**config.mk**
```make
export PLATFORM = sky130hd
export DESIGN_NAME = ifp_regs
export DESIGN_NICKNAME = d
export VERILOG_FILES = /design/src/hdl/ifp_pkg.sv /design/src/hdl/ifp_regs.sv
export SDC_FILE = /design/constraint.sdc
export NUM_CORES = 1
export LEC_CHECK = 0
export ABC_AREA = 0
export BUFFER_PORTS_ARGS = -buffer_cell sky130_fd_sc_hd__buf_4
export CORE_AREA = 2 2 52 54
export DETAILED_ROUTE_END_ITERATION = 16
export DIE_AREA = 0 0 54 56
export MAX_ROUTING_LAYER = met4
export PLACE_DENSITY = 0.86
export SLEW_MARGIN = 30
export SYNTH_ARGS = -nofsm -noshare
export SYNTH_HDL_FRONTEND = slang
export SYNTH_SLANG_ARGS = --single-unit
```
**constraint.sdc**
```tcl
create_clock -name CLK -period 2.45 [get_ports CLK]
set_input_delay 0.1225 -clock CLK [delete_from_list [all_inputs] [get_ports CLK]]
set_output_delay 0.1225 -clock CLK [all_outputs]
set_load 0.02 [all_outputs]
```
**src/hdl/ifp_pkg.sv**
```systemverilog
// package for the interrupt flag and priority register slice
package ifp_pkg;

  localparam int unsigned DATA_W = 16;
  localparam int unsigned ADDR_W = 16;
  localparam int unsigned PRIO_W = 3;

  // data-space byte addresses of the three registers
  localparam logic [ADDR_W-1:0] ADDR_FLAG_STATUS_3   = 16'h0088;
  localparam logic [ADDR_W-1:0] ADDR_FLAG_STATUS_5   = 16'h008C;
  localparam logic [ADDR_W-1:0] ADDR_PRIO_CONTROL_8  = 16'h00B0;

  // bit positions in irq_flag_status_3
  localparam int unsigned BIT_CALENDAR_CLOCK = 14;
  localparam int unsigned BIT_I2C2_MASTER    = 2;
  localparam int unsigned BIT_I2C2_SLAVE     = 1;
  // bit position in irq_flag_status_5
  localparam int unsigned BIT_LOW_POWER_WAKE = 0;
  // field low bits in irq_priority_control_8
  localparam int unsigned LSB_SPI_EVENT_PRIO = 4;
  localparam int unsigned LSB_SPI_AUX_PRIO   = 0;

  localparam logic              FLAG_RESET = 1'b0;
  localparam logic [PRIO_W-1:0] PRIO_RESET = 3'h4;
  localparam logic [DATA_W-1:0] DATA_ZERO  = 16'h0000;

  // hardware event strobes, one cycle each
  typedef struct packed {
    logic calendar_clock;
    logic i2c2_master;
    logic i2c2_slave;
    logic low_power_wakeup;
  } ifp_evt_t;

  // stored flag bits
  typedef struct packed {
    logic calendar_clock_irq_flag;
    logic second_i2c_master_event_flag;
    logic second_i2c_slave_event_flag;
    logic low_power_wakeup_flag;
  } ifp_flags_t;

endpackage

```
**src/hdl/ifp_regs.sv**
```systemverilog
// interrupt flag status 3/5 and priority control 8 register slice
`timescale 1ns/1ps
// Summary of operation
// RQ1: all three registers sit at data-space addresses, read and written directly.
// RQ2: each flag is software read/write, hardware settable, cleared on reset.
// RQ3: bit 14 of flag status 3 records a calendar clock request.
// RQ4: bit 2 of flag status 3 records a second I2C master event.
// RQ5: bit 1 of flag status 3 records a second I2C slave event.
// RQ6: bit 0 of flag status 5 records a low-power wake-up request.
// RQ7: unimplemented bits of both flag registers always read zero.
// RQ8: priority control 8 holds two 3-bit fields resetting to 100, rest zero.
// RQ9: software clears flags by writing zero; a same-cycle hardware set wins.
module ifp_regs
  import ifp_pkg::*;
(
  // clock and reset
  input  wire logic              CLK,
  input  wire logic              ARST_N,
  // data-space access
  input  wire logic [ADDR_W-1:0] BUS_ADDR,
  input  wire logic              BUS_WR,
  input  wire logic              BUS_RD,
  input  wire logic [DATA_W-1:0] BUS_WDATA,
  output logic      [DATA_W-1:0] BUS_RDATA,
  output logic                   BUS_RVALID,
  // event sources
  input  wire ifp_evt_t          EVT,
  // state toward the arbiter
  output ifp_flags_t             FLAGS,
  output logic      [PRIO_W-1:0] SPI_EVENT_PRIO,
  output logic      [PRIO_W-1:0] SPI_AUX_PRIO
);

  // flag table, indexed in the bit order of ifp_flags_t (calendar is top)
  localparam int unsigned NUM_FLAGS = $bits(ifp_flags_t);

  // bit position of each flag inside its status register
  localparam int unsigned FLAG_POS [NUM_FLAGS-1:0] = '{
    BIT_CALENDAR_CLOCK,
    BIT_I2C2_MASTER,
    BIT_I2C2_SLAVE,
    BIT_LOW_POWER_WAKE
  };

  // which status register holds each flag: 1 for status 5, 0 for status 3
  localparam logic FLAG_IN_FS5 [NUM_FLAGS-1:0] = '{
    1'h0,
    1'h0,
    1'h0,
    1'h1
  };

  // registered state and its next values
  logic [NUM_FLAGS-1:0] flag_q;
  logic [NUM_FLAGS-1:0] flag_d;
  logic [PRIO_W-1:0]    spi_event_prio_q;
  logic [PRIO_W-1:0]    spi_event_prio_d;
  logic [PRIO_W-1:0]    spi_aux_prio_q;
  logic [PRIO_W-1:0]    spi_aux_prio_d;
  logic [DATA_W-1:0]    rdata_q;
  logic [DATA_W-1:0]    rdata_d;
  logic                 rvalid_q;
  logic                 rvalid_d;

  // address decode
  logic                 hit_fs3;
  logic                 hit_fs5;
  logic                 hit_pc8;
  logic                 wr_fs3;
  logic                 wr_fs5;
  logic                 wr_pc8;

  // per-flag controls
  logic [NUM_FLAGS-1:0] evt_vec;
  logic [NUM_FLAGS-1:0] flag_wr;
  logic [NUM_FLAGS-1:0] flag_wbit;

  // register views and read selection
  logic [DATA_W-1:0]    fs3_view;
  logic [DATA_W-1:0]    fs5_view;
  logic [DATA_W-1:0]    pc8_view;
  logic [DATA_W-1:0]    rd_mux;

  // exact word address match; nothing else in data space is claimed
  assign hit_fs3 = (BUS_ADDR == ADDR_FLAG_STATUS_3);  // see RQ1
  assign hit_fs5 = (BUS_ADDR == ADDR_FLAG_STATUS_5);  // see RQ1
  assign hit_pc8 = (BUS_ADDR == ADDR_PRIO_CONTROL_8); // see RQ1

  // write strobes per register
  assign wr_fs3 = BUS_WR && hit_fs3; // see RQ1
  assign wr_fs5 = BUS_WR && hit_fs5; // see RQ1
  assign wr_pc8 = BUS_WR && hit_pc8; // see RQ1

  // event strobes laid out in flag order
  assign evt_vec = EVT;

  // one slice per flag: write select, next value and storage
  for (genvar k = 0; k < NUM_FLAGS; k++) begin : g_flag

    // software reaches the flag through its own status register only
    assign flag_wr[k] = FLAG_IN_FS5[k] ? wr_fs5 : wr_fs3; // see RQ2

    // the written bit sits at the flag's own position
    assign flag_wbit[k] = BUS_WDATA[FLAG_POS[k]]; // see RQ2

    // event set wins over a software write of zero in the same cycle
    assign flag_d[k] = evt_vec[k] |
        (flag_wr[k] ? flag_wbit[k] : flag_q[k]); // see RQ3, RQ4, RQ5, RQ6

    always_ff @(posedge CLK or negedge ARST_N) begin
      if (!ARST_N) begin
        flag_q[k] <= FLAG_RESET; // see RQ2
      end else begin
        flag_q[k] <= flag_d[k]; // see RQ2
      end
    end

  end

  // priority fields take the written value, otherwise hold
  always_comb begin
    spi_event_prio_d = spi_event_prio_q;
    spi_aux_prio_d   = spi_aux_prio_q;
    if (wr_pc8) begin
      spi_event_prio_d = BUS_WDATA[LSB_SPI_EVENT_PRIO +: PRIO_W]; // see RQ8
      spi_aux_prio_d   = BUS_WDATA[LSB_SPI_AUX_PRIO +: PRIO_W];   // see RQ8
    end
  end

  // second SPI event priority
  always_ff @(posedge CLK or negedge ARST_N) begin
    if (!ARST_N) begin
      spi_event_prio_q <= PRIO_RESET; // see RQ8
    end else begin
      spi_event_prio_q <= spi_event_prio_d; // see RQ8
    end
  end

  // second SPI auxiliary priority
  always_ff @(posedge CLK or negedge ARST_N) begin
    if (!ARST_N) begin
      spi_aux_prio_q <= PRIO_RESET; // see RQ8
    end else begin
      spi_aux_prio_q <= spi_aux_prio_d; // see RQ8
    end
  end

  // status 3 view: only its own flags, all other bits low
  always_comb begin
    fs3_view = DATA_ZERO;
    for (int unsigned i = 0; i < NUM_FLAGS; i++) begin
      if (!FLAG_IN_FS5[i]) begin
        fs3_view[FLAG_POS[i]] = flag_q[i]; // see RQ3, RQ4, RQ5, RQ7
      end
    end
  end

  // status 5 view: only its own flag, all other bits low
  always_comb begin
    fs5_view = DATA_ZERO;
    for (int unsigned i = 0; i < NUM_FLAGS; i++) begin
      if (FLAG_IN_FS5[i]) begin
        fs5_view[FLAG_POS[i]] = flag_q[i]; // see RQ6, RQ7
      end
    end
  end

  // priority view: two fields, the gaps and upper bits low
  always_comb begin
    pc8_view = DATA_ZERO;
    pc8_view[LSB_SPI_EVENT_PRIO +: PRIO_W] = spi_event_prio_q; // see RQ8
    pc8_view[LSB_SPI_AUX_PRIO +: PRIO_W]   = spi_aux_prio_q;   // see RQ8
  end

  // read mux; unmapped addresses read zero
  always_comb begin
    case (BUS_ADDR)
      ADDR_FLAG_STATUS_3: begin
        rd_mux = fs3_view; // see RQ1
      end
      ADDR_FLAG_STATUS_5: begin
        rd_mux = fs5_view; // see RQ1
      end
      ADDR_PRIO_CONTROL_8: begin
        rd_mux = pc8_view; // see RQ1
      end
      default: begin
        rd_mux = DATA_ZERO;
      end
    endcase
  end

  // a read answers one cycle later; data holds until the next read
  always_comb begin
    rvalid_d = BUS_RD;
    rdata_d  = rdata_q;
    if (BUS_RD) begin
      rdata_d = rd_mux; // see RQ1
    end
  end

  // read answer strobe
  always_ff @(posedge CLK or negedge ARST_N) begin
    if (!ARST_N) begin
      rvalid_q <= 1'h0;
    end else begin
      rvalid_q <= rvalid_d;
    end
  end

  // read data
  always_ff @(posedge CLK or negedge ARST_N) begin
    if (!ARST_N) begin
      rdata_q <= DATA_ZERO;
    end else begin
      rdata_q <= rdata_d;
    end
  end

  // outputs straight from the registers
  assign BUS_RDATA      = rdata_q;
  assign BUS_RVALID     = rvalid_q;
  assign FLAGS          = ifp_flags_t'(flag_q);
  assign SPI_EVENT_PRIO = spi_event_prio_q;
  assign SPI_AUX_PRIO   = spi_aux_prio_q;

  // the flag store keeps its packed order fixed against the struct
  // so that the arbiter sees the same bit layout as the views above

endmodule // ifp_regs

```
---- Yosys cells after proc, flatten, opt, wreduce, memory -nomap -nowiden ----
Index checks and enable logic that the tools add are counted.
cells by class
  reduce and logical (&&, ||, !) cells .... 3
  $mul .................................... 0
  muxes and demuxes ....................... 5
  magnitude comparators ................... 0
  bitwise gates (word level) .............. 4
  equal/unequal tests ..................... 3
  $add $sub $neg .......................... 0
  shift operators ......................... 0
  div/mod/pow operators ................... 0
operator list
  kind                                                              count
  16-bit by 8-bit == test with 1-bit output, second input constant  3
  15-bit one-hot mux with 3 select lines                            1
  1-bit two-way mux                                                 4
  1-bit OR                                                          4
  1-bit logical AND                                                 3
storage, ports and cells
  memories kept ........................... 0
  latch bits .............................. 0
  input port bits ......................... 40
  memory bits (writable) .................. 0
  bits in read-only memories .............. 0
  bits in registers ....................... 27
  word-level logic and storage cells ...... 23
  output and inout bits ................... 27

---- Longest topological paths before layout ----
Gate-level depths: netlist (run 1).
  word-level depth ........................ 4
  gate-level depth with buffers ........... 5
  mapped depth without buffers ............ 4

---- Worst setup path before layout (run 1) ----
No wires, ideal clock.
  path kind ............................... input-to-reg
  from .................................... input port BUS_ADDR[1]
  to ...................................... register spi_aux_prio_q[0], in the netlist SPI_AUX_PRIO[0]
  stages .................................. 5
  buffers on the path ..................... 1
  path slack .............................. 1.205 ns
  setup time .............................. 0.125 ns
  data required time ...................... 2.325 ns
  arrival ................................. 1.120 ns
  cells stage by stage .................... nor4_1 > and3_1 > and3_4 > buf_6 > mux2_4
on the way
  word-level cells in the longest chain between the ends .. 2
RTL lines
  what                                       line             source
  from (decl)                                ifp_regs.sv:20   input wire logic [ADDR_W-1:0] BUS_ADDR,
  16-bit by 8-bit == test with 1-bit output  ifp_regs.sv:87   assign hit_pc8 = (BUS_ADDR == ADDR_PRIO_CONTROL_8);
  1-bit logical AND                          ifp_regs.sv:92   assign wr_pc8 = BUS_WR && hit_pc8;
  to (signal assigned)                       ifp_regs.sv:144  spi_aux_prio_q <= spi_aux_prio_d;
  to (decl)                                  ifp_regs.sv:58   logic [PRIO_W-1:0] spi_aux_prio_q;
No other way between the ends.
A chain may end at the register's enable or synchronous reset.

---- Final worst setup path (run 1) ----
  from .................................... input port BUS_ADDR[1]
  to ...................................... register spi_event_prio_q[0], in the netlist SPI_EVENT_PRIO[0]
on the way
  word-level cells in the longest chain between the ends .. 2
RTL lines
  what                                       line             source
  16-bit by 8-bit == test with 1-bit output  ifp_regs.sv:87
  1-bit logical AND                          ifp_regs.sv:92
  to (signal assigned)                       ifp_regs.sv:135  spi_event_prio_q <= spi_event_prio_d;
  to (decl)                                  ifp_regs.sv:56   logic [PRIO_W-1:0] spi_event_prio_q;
No other way between the ends.

==> impl_metrics.toml, run 1 <==
[power]
ir_worst_vdd_mv = 0.290
powerDensity_nw_per_um2 = 418
cellLeakagePower_nw = 0.656

[global_route]
grt-ovfl-total = 0
grt_usage = 0.147
grt_pass1_wl_mm = 3.18
antenna_found_initial = 0
grt_max_degree = 19
grt_pass1_vias = 743

[clock_tree]
cts_max_path_buffers = 2
clock_latency_ns = 0.29
clock_sinks = 18
clk_pin_slew_worst_paths_ns = 0.10
cts_inserted_buffers = 3
htree_levels = 1
clock-root-buffer = "clkbuf_4"
cts_tree = "yes"

[worst_hold_path]
hold_path.class = "primary input to flop"

[die]
num_io_pins = 67
coreArea_um2 = 2430
initial_core_util = 0.387
dieArea_um2 = 3020
die-height_um = 56
dieWidth_um = 54
rows = 18

[yosys]
ys_ff_latch = 18
synthCells = 84
synth_cell_types = 24
synth_area_um2 = 941
yosysWarnings = 0
syn_area_per_cell_um2 = 11.2
synth-seq-area-share = 0.481

[timing]
fin_crit_ns = 1.43
skew_ns = 0.00854
final-max-slew-violation-count = 0
setup_viol = 0
hold_viol = 0
rsz0062_at_grt = "false"
fin_tns_setup_ns = 0
fmax_mhz = 701
period_share = 0.583

[worst_setup_path]
critPathLaunchType = "primary input"
cp-end-kind = "flop"
critPathKind = "primary input to flop"
worstPathRequired_ns = 2.63
max_stage_delay_ns = 0.43
cp_slowest_cell = "and3_1"
cp_cell_sequence = "buf_4 > nor4_1 > and3_1 > and3_4 > mux2_4"
worst-path-max-fanout = 11
cp.arrival_ns = 1.61

[place]
post-place-cells = 158
gp_congestion = 0.707
port_buffers = 48
dp_hpwl_mm = 1.60

[run_status]
status = "complete, no violations"

[flow_run]
maxCapViolations = 0

[route]
dr.first_iter.drc_count = 11
wire_per_inst_um = 12.0
ant_nets = 0
wirelength_mm = 1.96
drcViolationCount = 0
num_vias = 773
via_per_inst = 4.74
drt_first_pass_iters = 4

[layout]
final_common_cell = "buf_4"
fillCellCount = 220
area_growth_pct = 40.8
num_antenna_cells = 0
layout.nets = 174
drive_gt1_frac = 0.481
instances_no_fill = 163
layout_common_cells = "buf_4, dfrtp_1, inv_1"
-- cell type report --
cell class / instances / area [um2] / area share
clock buffers: 4 / 36.3 / 0.0274
well taps: 30 / 37.5 / 0.0283
multi-input cells: 52 / 390 / 0.295
inverters: 10 / 37.5 / 0.0283
flip-flops and latches: 18 / 453 / 0.342
repair buffers: 49 / 370 / 0.280
-- Yosys cell counts (all sizes together) --
library cell | instances | share of area
a22o | 3 | 0.028
a41oi | 3 | 0.028
and3 | 3 | 0.025
and4bb | 1 | 0.017
buf | 11 | 0.092
clkbuf | 1 | 0.0040
conb | 1 | 0.0040
dfrtp | 16 | 0.43
dfstp | 2 | 0.056
inv | 10 | 0.040
mux2 | 6 | 0.096
mux2i | 1 | 0.011
nand2 | 4 | 0.016
nand3 | 4 | 0.021
nand4 | 1 | 0.0067
nor2 | 2 | 0.0080
nor4 | 2 | 0.013
nor4b | 2 | 0.041
nor4bb | 1 | 0.011
o21ai | 7 | 0.037
o22ai | 3 | 0.020
-- flip-flops by register name, summed over array words and instances, names as in the netlist --
register / count
BUS_RDATA: 7
FLAGS: 4
SPI_AUX_PRIO: 3
SPI_EVENT_PRIO: 3
BUS_RVALID: 1
-- per-stage QoR --
stage          hold slack, ns  area (um2)  worst slack, ns   util  total power [mW]
3_5_place_dp         -0.00231        1280            0.670  0.526             0.379
3_3_place_gp         -0.00758        1280            0.775  0.526             0.377
2_1_floorplan          -0.173         971             1.21      -             0.339
5_1_grt                0.0345        1330            0.877  0.545             0.569
6_report               0.0217        1330             1.02  0.545             0.554
4_1_cts                0.0196        1330            0.985  0.545             0.555
-- power breakdown --
part           internal [mW]  switching, mW  leakage, nW
Sequential             0.298       0.000211        0.221
Combinational         0.0395         0.0366        0.414
Clock                 0.0905         0.0890       0.0210
-- path summary, 6_finish.rpt --
| path | endpoint | start | cells after the start | slack, ns |
|---|---|---|---|---|
| max in group asynchronous | SPI_AUX_PRIO[2] | ARST_N | 2 | 1.97 |
| max | SPI_EVENT_PRIO[0] | BUS_ADDR[1] | 5 | 1.02 |
| min reg2reg | BUS_RDATA[14] | BUS_RDATA[14] | 2 | 0.53 |
| min in group asynchronous | BUS_RDATA[1] | ARST_N | 2 | 0.22 |
| min | FLAGS[1] | EVT[1] | 3 | 0.02 |
| max reg2reg | BUS_RDATA[2] | SPI_AUX_PRIO[2] | 3 | 1.54 |
-- per-layer routing --
| layer | up-vias | global-route usage | part of all wire |
|---|---|---|---|
| met4 | 0 | 0.0964 | 0.030 |
| met5 | - | - | 0 |
| met1 | 357 | 0.171 | 0.38 |
| met3 | 4 | 0.0108 | 0.067 |
| li1 | 378 | - | - |
| met2 | 34 | 0.237 | 0.52 |
-- repair_timing --
| item | CTS | global route |
|---|---|---|
| setup buffers | 0 | 0 |
| endpoints found under the setup margin | 0 | 0 |
| hold endpoints to repair | 18 | 0 |
| hold buffers | 1 | 0 |
| gates resized for setup | 0 | 0 |
-- critical path, delay by kind of cell --
kind                   cells  cell delay, ns
AND/OR/NAND/NOR            3            1.06
buffers and inverters      1            0.11
multiplexers               1            0.31
-- cell families (layout without fill, tap and decap cells) --
family,count (synthesis),after routing,synth area share
mux,7,7,0.106
flops,18,18,0.481
other cells,1,9,0.00399
buf+inv,22,63,0.136
compound gates,16,16,0.113
simple gates,20,20,0.160
No activity file was read; power rests on OpenSTA's default activity.
==> inputs of run 2 (changes only) <==
--- a/config.mk
+++ b/config.mk
@@ -5,13 +5,13 @@
 export SDC_FILE = /design/constraint.sdc
 export NUM_CORES = 1
 export LEC_CHECK = 0
-export ABC_AREA = 0
+export ABC_AREA = 1
 export BUFFER_PORTS_ARGS = -buffer_cell sky130_fd_sc_hd__buf_4
-export CORE_AREA = 2 2 52 54
+export CORE_AREA = 2 2 54 56
 export DETAILED_ROUTE_END_ITERATION = 16
-export DIE_AREA = 0 0 54 56
+export DIE_AREA = 0 0 56 58
 export MAX_ROUTING_LAYER = met4
-export PLACE_DENSITY = 0.86
+export PLACE_DENSITY = 0.84
 export SLEW_MARGIN = 30
 export SYNTH_ARGS = -nofsm -noshare
 export SYNTH_HDL_FRONTEND = slang
==> constraint.sdc (replaced) <==
create_clock -name CLK -period 1.5 [get_ports CLK]
set_input_delay 0.075 -clock CLK [delete_from_list [all_inputs] [get_ports CLK]]
set_output_delay 0.075 -clock CLK [all_outputs]
set_load 0.02 [all_outputs]
==> run 2 against run 1 <==
- utilization grew 2.5 points
- critical path depth shrank 4
- worst hold slack gained 0.034 ns
- via count grew 28%
- highest routed layer unchanged
==> impl_metrics.toml, run 2 <==
[yosys]
yosys.area_share.simple = 0.393
synthCells = 126
synth.area.top_cells = "dfrtp_1, nand2_1, buf_4"
synth_top_area_cell = "dfrtp_1"
synth-compound-area-share = 0.0499
ys_ff_latch = 18
syn_area_per_cell_um2 = 7.95
synth_cell_types = 18
synth_area_um2 = 1000
ys_top_cells_by_count = "nand2_1, dfrtp_1, nor2_1"
synth-xor-area-share = 0
yosysWarnings = 0
synth-edff-count = 0
synth_fa_ha_area_frac = 0
synth_mux_area_frac = 0
synth_top_family_by_area = "simple AND/OR/NAND/NOR gates"
synth-main-ff-cell = "dfrtp_1"
async_flop_share = 1.00
synth_most_common_cell = "nand2_1"
synth_top_area_frac = 0.400
synth-seq-area-share = 0.452

[timing]
rsz0062_at_grt = "false"
fmax_mhz = 934
skew_ns = 0.00119
hold_viol = 0
holdWs_ns = 0.0556
setup_ws_ns = 0.430
setup_viol = 0
period_share = 0.713
fin_tns_setup_ns = 0
fin_crit_ns = 1.07
final-max-slew-violation-count = 0

[clock_tree]
clock-root-buffer = "clkbuf_4"
clock_sinks = 18
cts_tree = "yes"
clk_pin_slew_worst_paths_ns = 0.10
cts_inserted_buffers = 3
htree_levels = 1
clock_latency_ns = 0.30
cts_max_path_buffers = 2

[die]
dieArea_um2 = 3250
dieWidth_um = 56
rows = 19
coreArea_um2 = 2660
initial_core_util = 0.376
die-height_um = 58
num_io_pins = 67

[power]
p_seq_frac = 0.517
internal-power_mw = 0.715
combPwrFrac = 0.165
switching_power_mw = 0.227
p_total_mw = 0.942
clkPwrFrac = 0.318
ir_worst_vdd_mv = 0.426
switching_share = 0.241
powerDensity_nw_per_um2 = 621
cellLeakagePower_nw = 0.810

[place]
post-place-cells = 204
dpl-instance-area_um2 = 1360
dp_slack_ns = 0.388
port_buffers = 48
dp_hpwl_mm = 1.78
gp_congestion = 0.778

[worst_setup_path]
cp.arrival_ns = 1.00
cp_cell_sequence = "buf_4"
reg2reg_depth = 4
r2r_slack_ns = 0.64
cp_top_family = "flip-flops"
cp_slowest_cell = "dfstp_2"
critPathKind = "flop to primary output"
worst-path-max-fanout = 3
cp-end-kind = "primary output"
cp_num_buf_inv = 1
max_stage_delay_ns = 0.56
reg2reg_to = "BUS_RDATA[2]"
critPathLaunchType = "flop"
worstPathRequired_ns = 1.42
worstReg2RegStart = "SPI_AUX_PRIO[2]"
path_depth = 1

[route]
drt_first_pass_iters = 4
num_vias = 987
via_per_inst = 4.49
wire_per_inst_um = 10.4
drcViolationCount = 0
dr.first_iter.drc_count = 38
wirelength_mm = 2.30
ant_nets = 0

[flow_run]
maxCapViolations = 0

[layout]
fillCellCount = 256
instances_no_fill = 220
drive_gt1_frac = 0.333
num_antenna_cells = 0
largest_reg_flops = 7
fin_util = 0.570
layout_common_cells = "buf_4, nand2_1, dfrtp_1"
area_growth_pct = 51.3
design_area_um2 = 1520
final_common_cell = "buf_4"
layout.nets = 230

[worst_hold_path]
holdPathEnd = "FLAGS[3]"
hold_path.class = "primary input to flop"
min_from = "BUS_WDATA[14]"
min_path_cells = 3

[global_route]
grt_pass1_vias = 942
grt_usage = 0.153
grt_max_degree = 19
grt-ovfl-total = 0
grt_pass1_wl_mm = 3.86
antenna_found_initial = 0

[run_status]
status = "complete, no violations"
run 2: how the worst max path moves through the flow:
stage / endpoint / start / slack [ns]
after floorplan: FLAGS[0] / BUS_ADDR[15] / 0.63
after global placement: SPI_EVENT_PRIO[0] / BUS_ADDR[15] / 0.40
after detailed placement: SPI_EVENT_PRIO[2] / BUS_ADDR[13] / 0.39
after CTS: SPI_AUX_PRIO[2] / SPI_AUX_PRIO[2] / 0.42
after global routing: SPI_AUX_PRIO[2] / SPI_AUX_PRIO[2] / 0.40
final: SPI_EVENT_PRIO[2] / SPI_EVENT_PRIO[2] / 0.43
run 2: metal layers:
layer | up-vias | part of all wire | GRT usage
met4 | 0 | 0.012 | 0.0612
met5 | - | 0 | -
met3 | 3 | 0.056 | 0.0223
li1 | 519 | - | -
met2 | 37 | 0.51 | 0.267
met1 | 428 | 0.43 | 0.177
run 2: area by class of cell:
type	count	area, um2	share of cell area
Timing Repair Buffer	61	488	0.322
Sequential cell	18	453	0.299
Multi-Input combinational cell	100	478	0.315
Tap cell	31	38.8	0.0256
Clock buffer	4	36.3	0.0239
Inverter	6	22.5	0.0149
run 2: worst min-delay path: cells and delay by family:
family	cells	cell delay [ns]
simple gates	2	0.17
buf+inv	1	0.08
run 2: cells by family after synthesis:
| group | count (synthesis) |
|---|---|
| AND/OR/NAND/NOR | 81 |
| flip-flops | 18 |
| other | 1 |
| buffers and inverters | 16 |
| AO/OA/AOI/OAI | 10 |
run 2: power by group through the flow:
stage / Combinational [mW] / Clock (mW) / Sequential [mW]
after detailed placement: 0.131 / 0 / 0.496
after global routing: 0.170 / 0.326 / 0.487
final: 0.156 / 0.299 / 0.487
after floorplan: 0.0638 / 0 / 0.498
after CTS: 0.156 / 0.304 / 0.487
after global placement: 0.130 / 0 / 0.496
run 2: repair_timing:
item / CTS / global route
hold endpoints to repair: 29 / 0
gates resized for setup: 0 / 0
hold buffers: 12 / 0
buffers inserted: 0 / 0
==> inputs of run 3 (changes only) <==
--- a/config.mk
+++ b/config.mk
@@ -7,11 +7,11 @@
 export LEC_CHECK = 0
 export ABC_AREA = 1
 export BUFFER_PORTS_ARGS = -buffer_cell sky130_fd_sc_hd__buf_4
-export CORE_AREA = 2 2 54 56
+export CORE_AREA = 2 2 56 58
 export DETAILED_ROUTE_END_ITERATION = 16
-export DIE_AREA = 0 0 56 58
+export DIE_AREA = 0 0 58 60
 export MAX_ROUTING_LAYER = met4
-export PLACE_DENSITY = 0.84
+export PLACE_DENSITY = 0.82
 export SLEW_MARGIN = 30
 export SYNTH_ARGS = -nofsm -noshare
 export SYNTH_HDL_FRONTEND = slang
==> constraint.sdc (replaced) <==
create_clock -name CLK -period 0.89 [get_ports CLK]
set_input_delay 0.0445 -clock CLK [delete_from_list [all_inputs] [get_ports CLK]]
set_output_delay 0.0445 -clock CLK [all_outputs]
set_load 0.02 [all_outputs]
==> run 3 against run 2 <==
- the flow now finishes with violations (negative setup slack)
- clock-buffer cell count did not move
- clock skew rose by 0.0049 ns
- total power rose by 70%
- final area rose by 18%
- critical path depth did not move
- register-to-register slack got worse by 0.74 ns
- non-clock buffer count rose by 20
- sequential power rose by 69%
- cell count rose by 10%
- critical path type unchanged
==> impl_metrics.toml, run 3 (synthesized netlist as in run 2, its figures left out) <==
[clock_tree]
clk_pin_slew_worst_paths_ns = 0.10
cts_max_path_buffers = 2
clock-root-buffer = "clkbuf_4"
cts_inserted_buffers = 3
htree_levels = 1
cts_tree = "yes"
clock_latency_ns = 0.29
clock_sinks = 18

[layout]
design_area_um2 = 1800
multi_input_area_um2 = 513
instances_no_fill = 242
layout.nets = 250
num_antenna_cells = 0
area_growth_pct = 79.3
drive_gt1_frac = 0.435
fin_util = 0.619
final_common_cell = "buf_4"
layout_common_cells = "buf_4, nand2_1, buf_6"
fillCellCount = 255
seqCellArea_um2 = 453
largest_reg_flops = 7

[worst_setup_path]
worst-path-max-fanout = 2
reg2reg_depth = 5
cp.arrival_ns = 0.98
cp_slowest_cell = "dfstp_2"
worstReg2RegStart = "SPI_AUX_PRIO[2]"
cp-end-kind = "primary output"
reg2reg_to = "BUS_RDATA[2]"
cp_num_buf_inv = 1
crit_start = "SPI_AUX_PRIO[2]"
max_stage_delay_ns = 0.57
critPathKind = "flop to primary output"
cp_cell_sequence = "buf_6"
r2r_slack_ns = -0.10
critPathLaunchType = "flop"
worstPathRequired_ns = 0.85
cp_top_family = "flip-flops"

[die]
num_io_pins = 67
die-height_um = 60
dieWidth_um = 58
initial_core_util = 0.345
dieArea_um2 = 3480
coreArea_um2 = 2900
rows = 20

[run_status]
failed_checks = "negative setup slack"
status = "finished, violations left"

[worst_hold_path]
holdPathEnd = "FLAGS[3]"
min_from = "BUS_WDATA[14]"
hold_path.class = "primary input to flop"
min_path_cells = 3

[timing]
setup_viol = 9
final-max-slew-violation-count = 0
hold_viol = 0
setup_ws_ns = -0.137
fin_crit_ns = 1.03
fin_tns_setup_ns = -0.408
skew_ns = 0.00610
rsz0062_at_grt = "true"
period_share = 1.15
fmax_mhz = 973

[global_route]
grt-ovfl-total = 0
grt_pass1_wl_mm = 4.35
grt_max_degree = 19
grt_pass1_vias = 1050
antenna_found_initial = 0
grt_usage = 0.168

[route]
num_vias = 1094
ant_nets = 0
drt_first_pass_iters = 4
wire_per_inst_um = 11.1
wirelength_mm = 2.68
dr.first_iter.drc_count = 46
via_per_inst = 4.52
drcViolationCount = 0

[power]
clkPwrFrac = 0.311
p_seq_frac = 0.512
internal-power_mw = 1.22
cellLeakagePower_nw = 0.939
combPwrFrac = 0.177
switching_share = 0.240
ir_worst_vdd_mv = 0.628
powerDensity_nw_per_um2 = 893
switching_power_mw = 0.385

[place]
gp_congestion = 0.793
port_buffers = 48
dp_slack_ns = -0.173
dp_hpwl_mm = 1.88
dpl-instance-area_um2 = 1390
post-place-cells = 210

[flow_run]
maxCapViolations = 0
## run 3: cell count changes in the layout (fill, tap and decap cells not counted), sizes merged
cell	previous run	this run
buf	49	69
clkinvlp	0	1
dlygate4sd3	12	11
dlymetal6s4s	0	1
inv	6	5
## run 3: metal layers
metal  GRT usage  wire length (um)  part of all wire
met4      0.0831                38             0.014
met2       0.305              1400              0.52
met1       0.186              1130              0.42
met3      0.0130               117             0.044
met5           -                 0                 0
## run 3: how the worst max path moves through the flow
| stage | end | cells after the start |
|---|---|---|
| floorplan | BUS_RDATA[2] | 4 |
| global placement | SPI_EVENT_PRIO[0] | 7 |
| detailed placement | SPI_AUX_PRIO[0] | 7 |
| CTS | SPI_AUX_PRIO[2] | 1 |
| global route | SPI_AUX_PRIO[2] | 1 |
| finish | SPI_AUX_PRIO[2] | 1 |
## run 3: repair_timing
action                     CTS  global route
setup endpoints to repair   17            26
setup buffers               12             4
resized for setup           18            17
hold buffers                12             0
pin swaps                    2             8
hold endpoints to repair    29             0
## run 3: layout make-up
cell class	count	area share
sequential	18	0.252
inverter	6	0.0146
clock buffer	4	0.0202
tap	33	0.0230
timing repair buffer	81	0.405
multi-input combinational	100	0.286
## run 3: power by group through the flow
stage	logic [mW]	registers (mW)	clock network, mW
after global routing	0.311	0.821	0.538
after global placement	0.223	0.836	0
after detailed placement	0.225	0.837	0
after floorplan	0.108	0.840	0
after CTS	0.267	0.821	0.519
final	0.284	0.821	0.500
## run 3: metrics by stage
| stage | power, mW | hold WS (ns) |
|---|---|---|
| 6_report | 1.60 | 0.0424 |
| 5_1_grt | 1.67 | 0.0534 |
| 4_1_cts | 1.61 | 0.0402 |
| 3_5_place_dp | 1.06 | -0.0725 |
| 3_3_place_gp | 1.06 | -0.0752 |
| 2_1_floorplan | 0.948 | -0.251 |
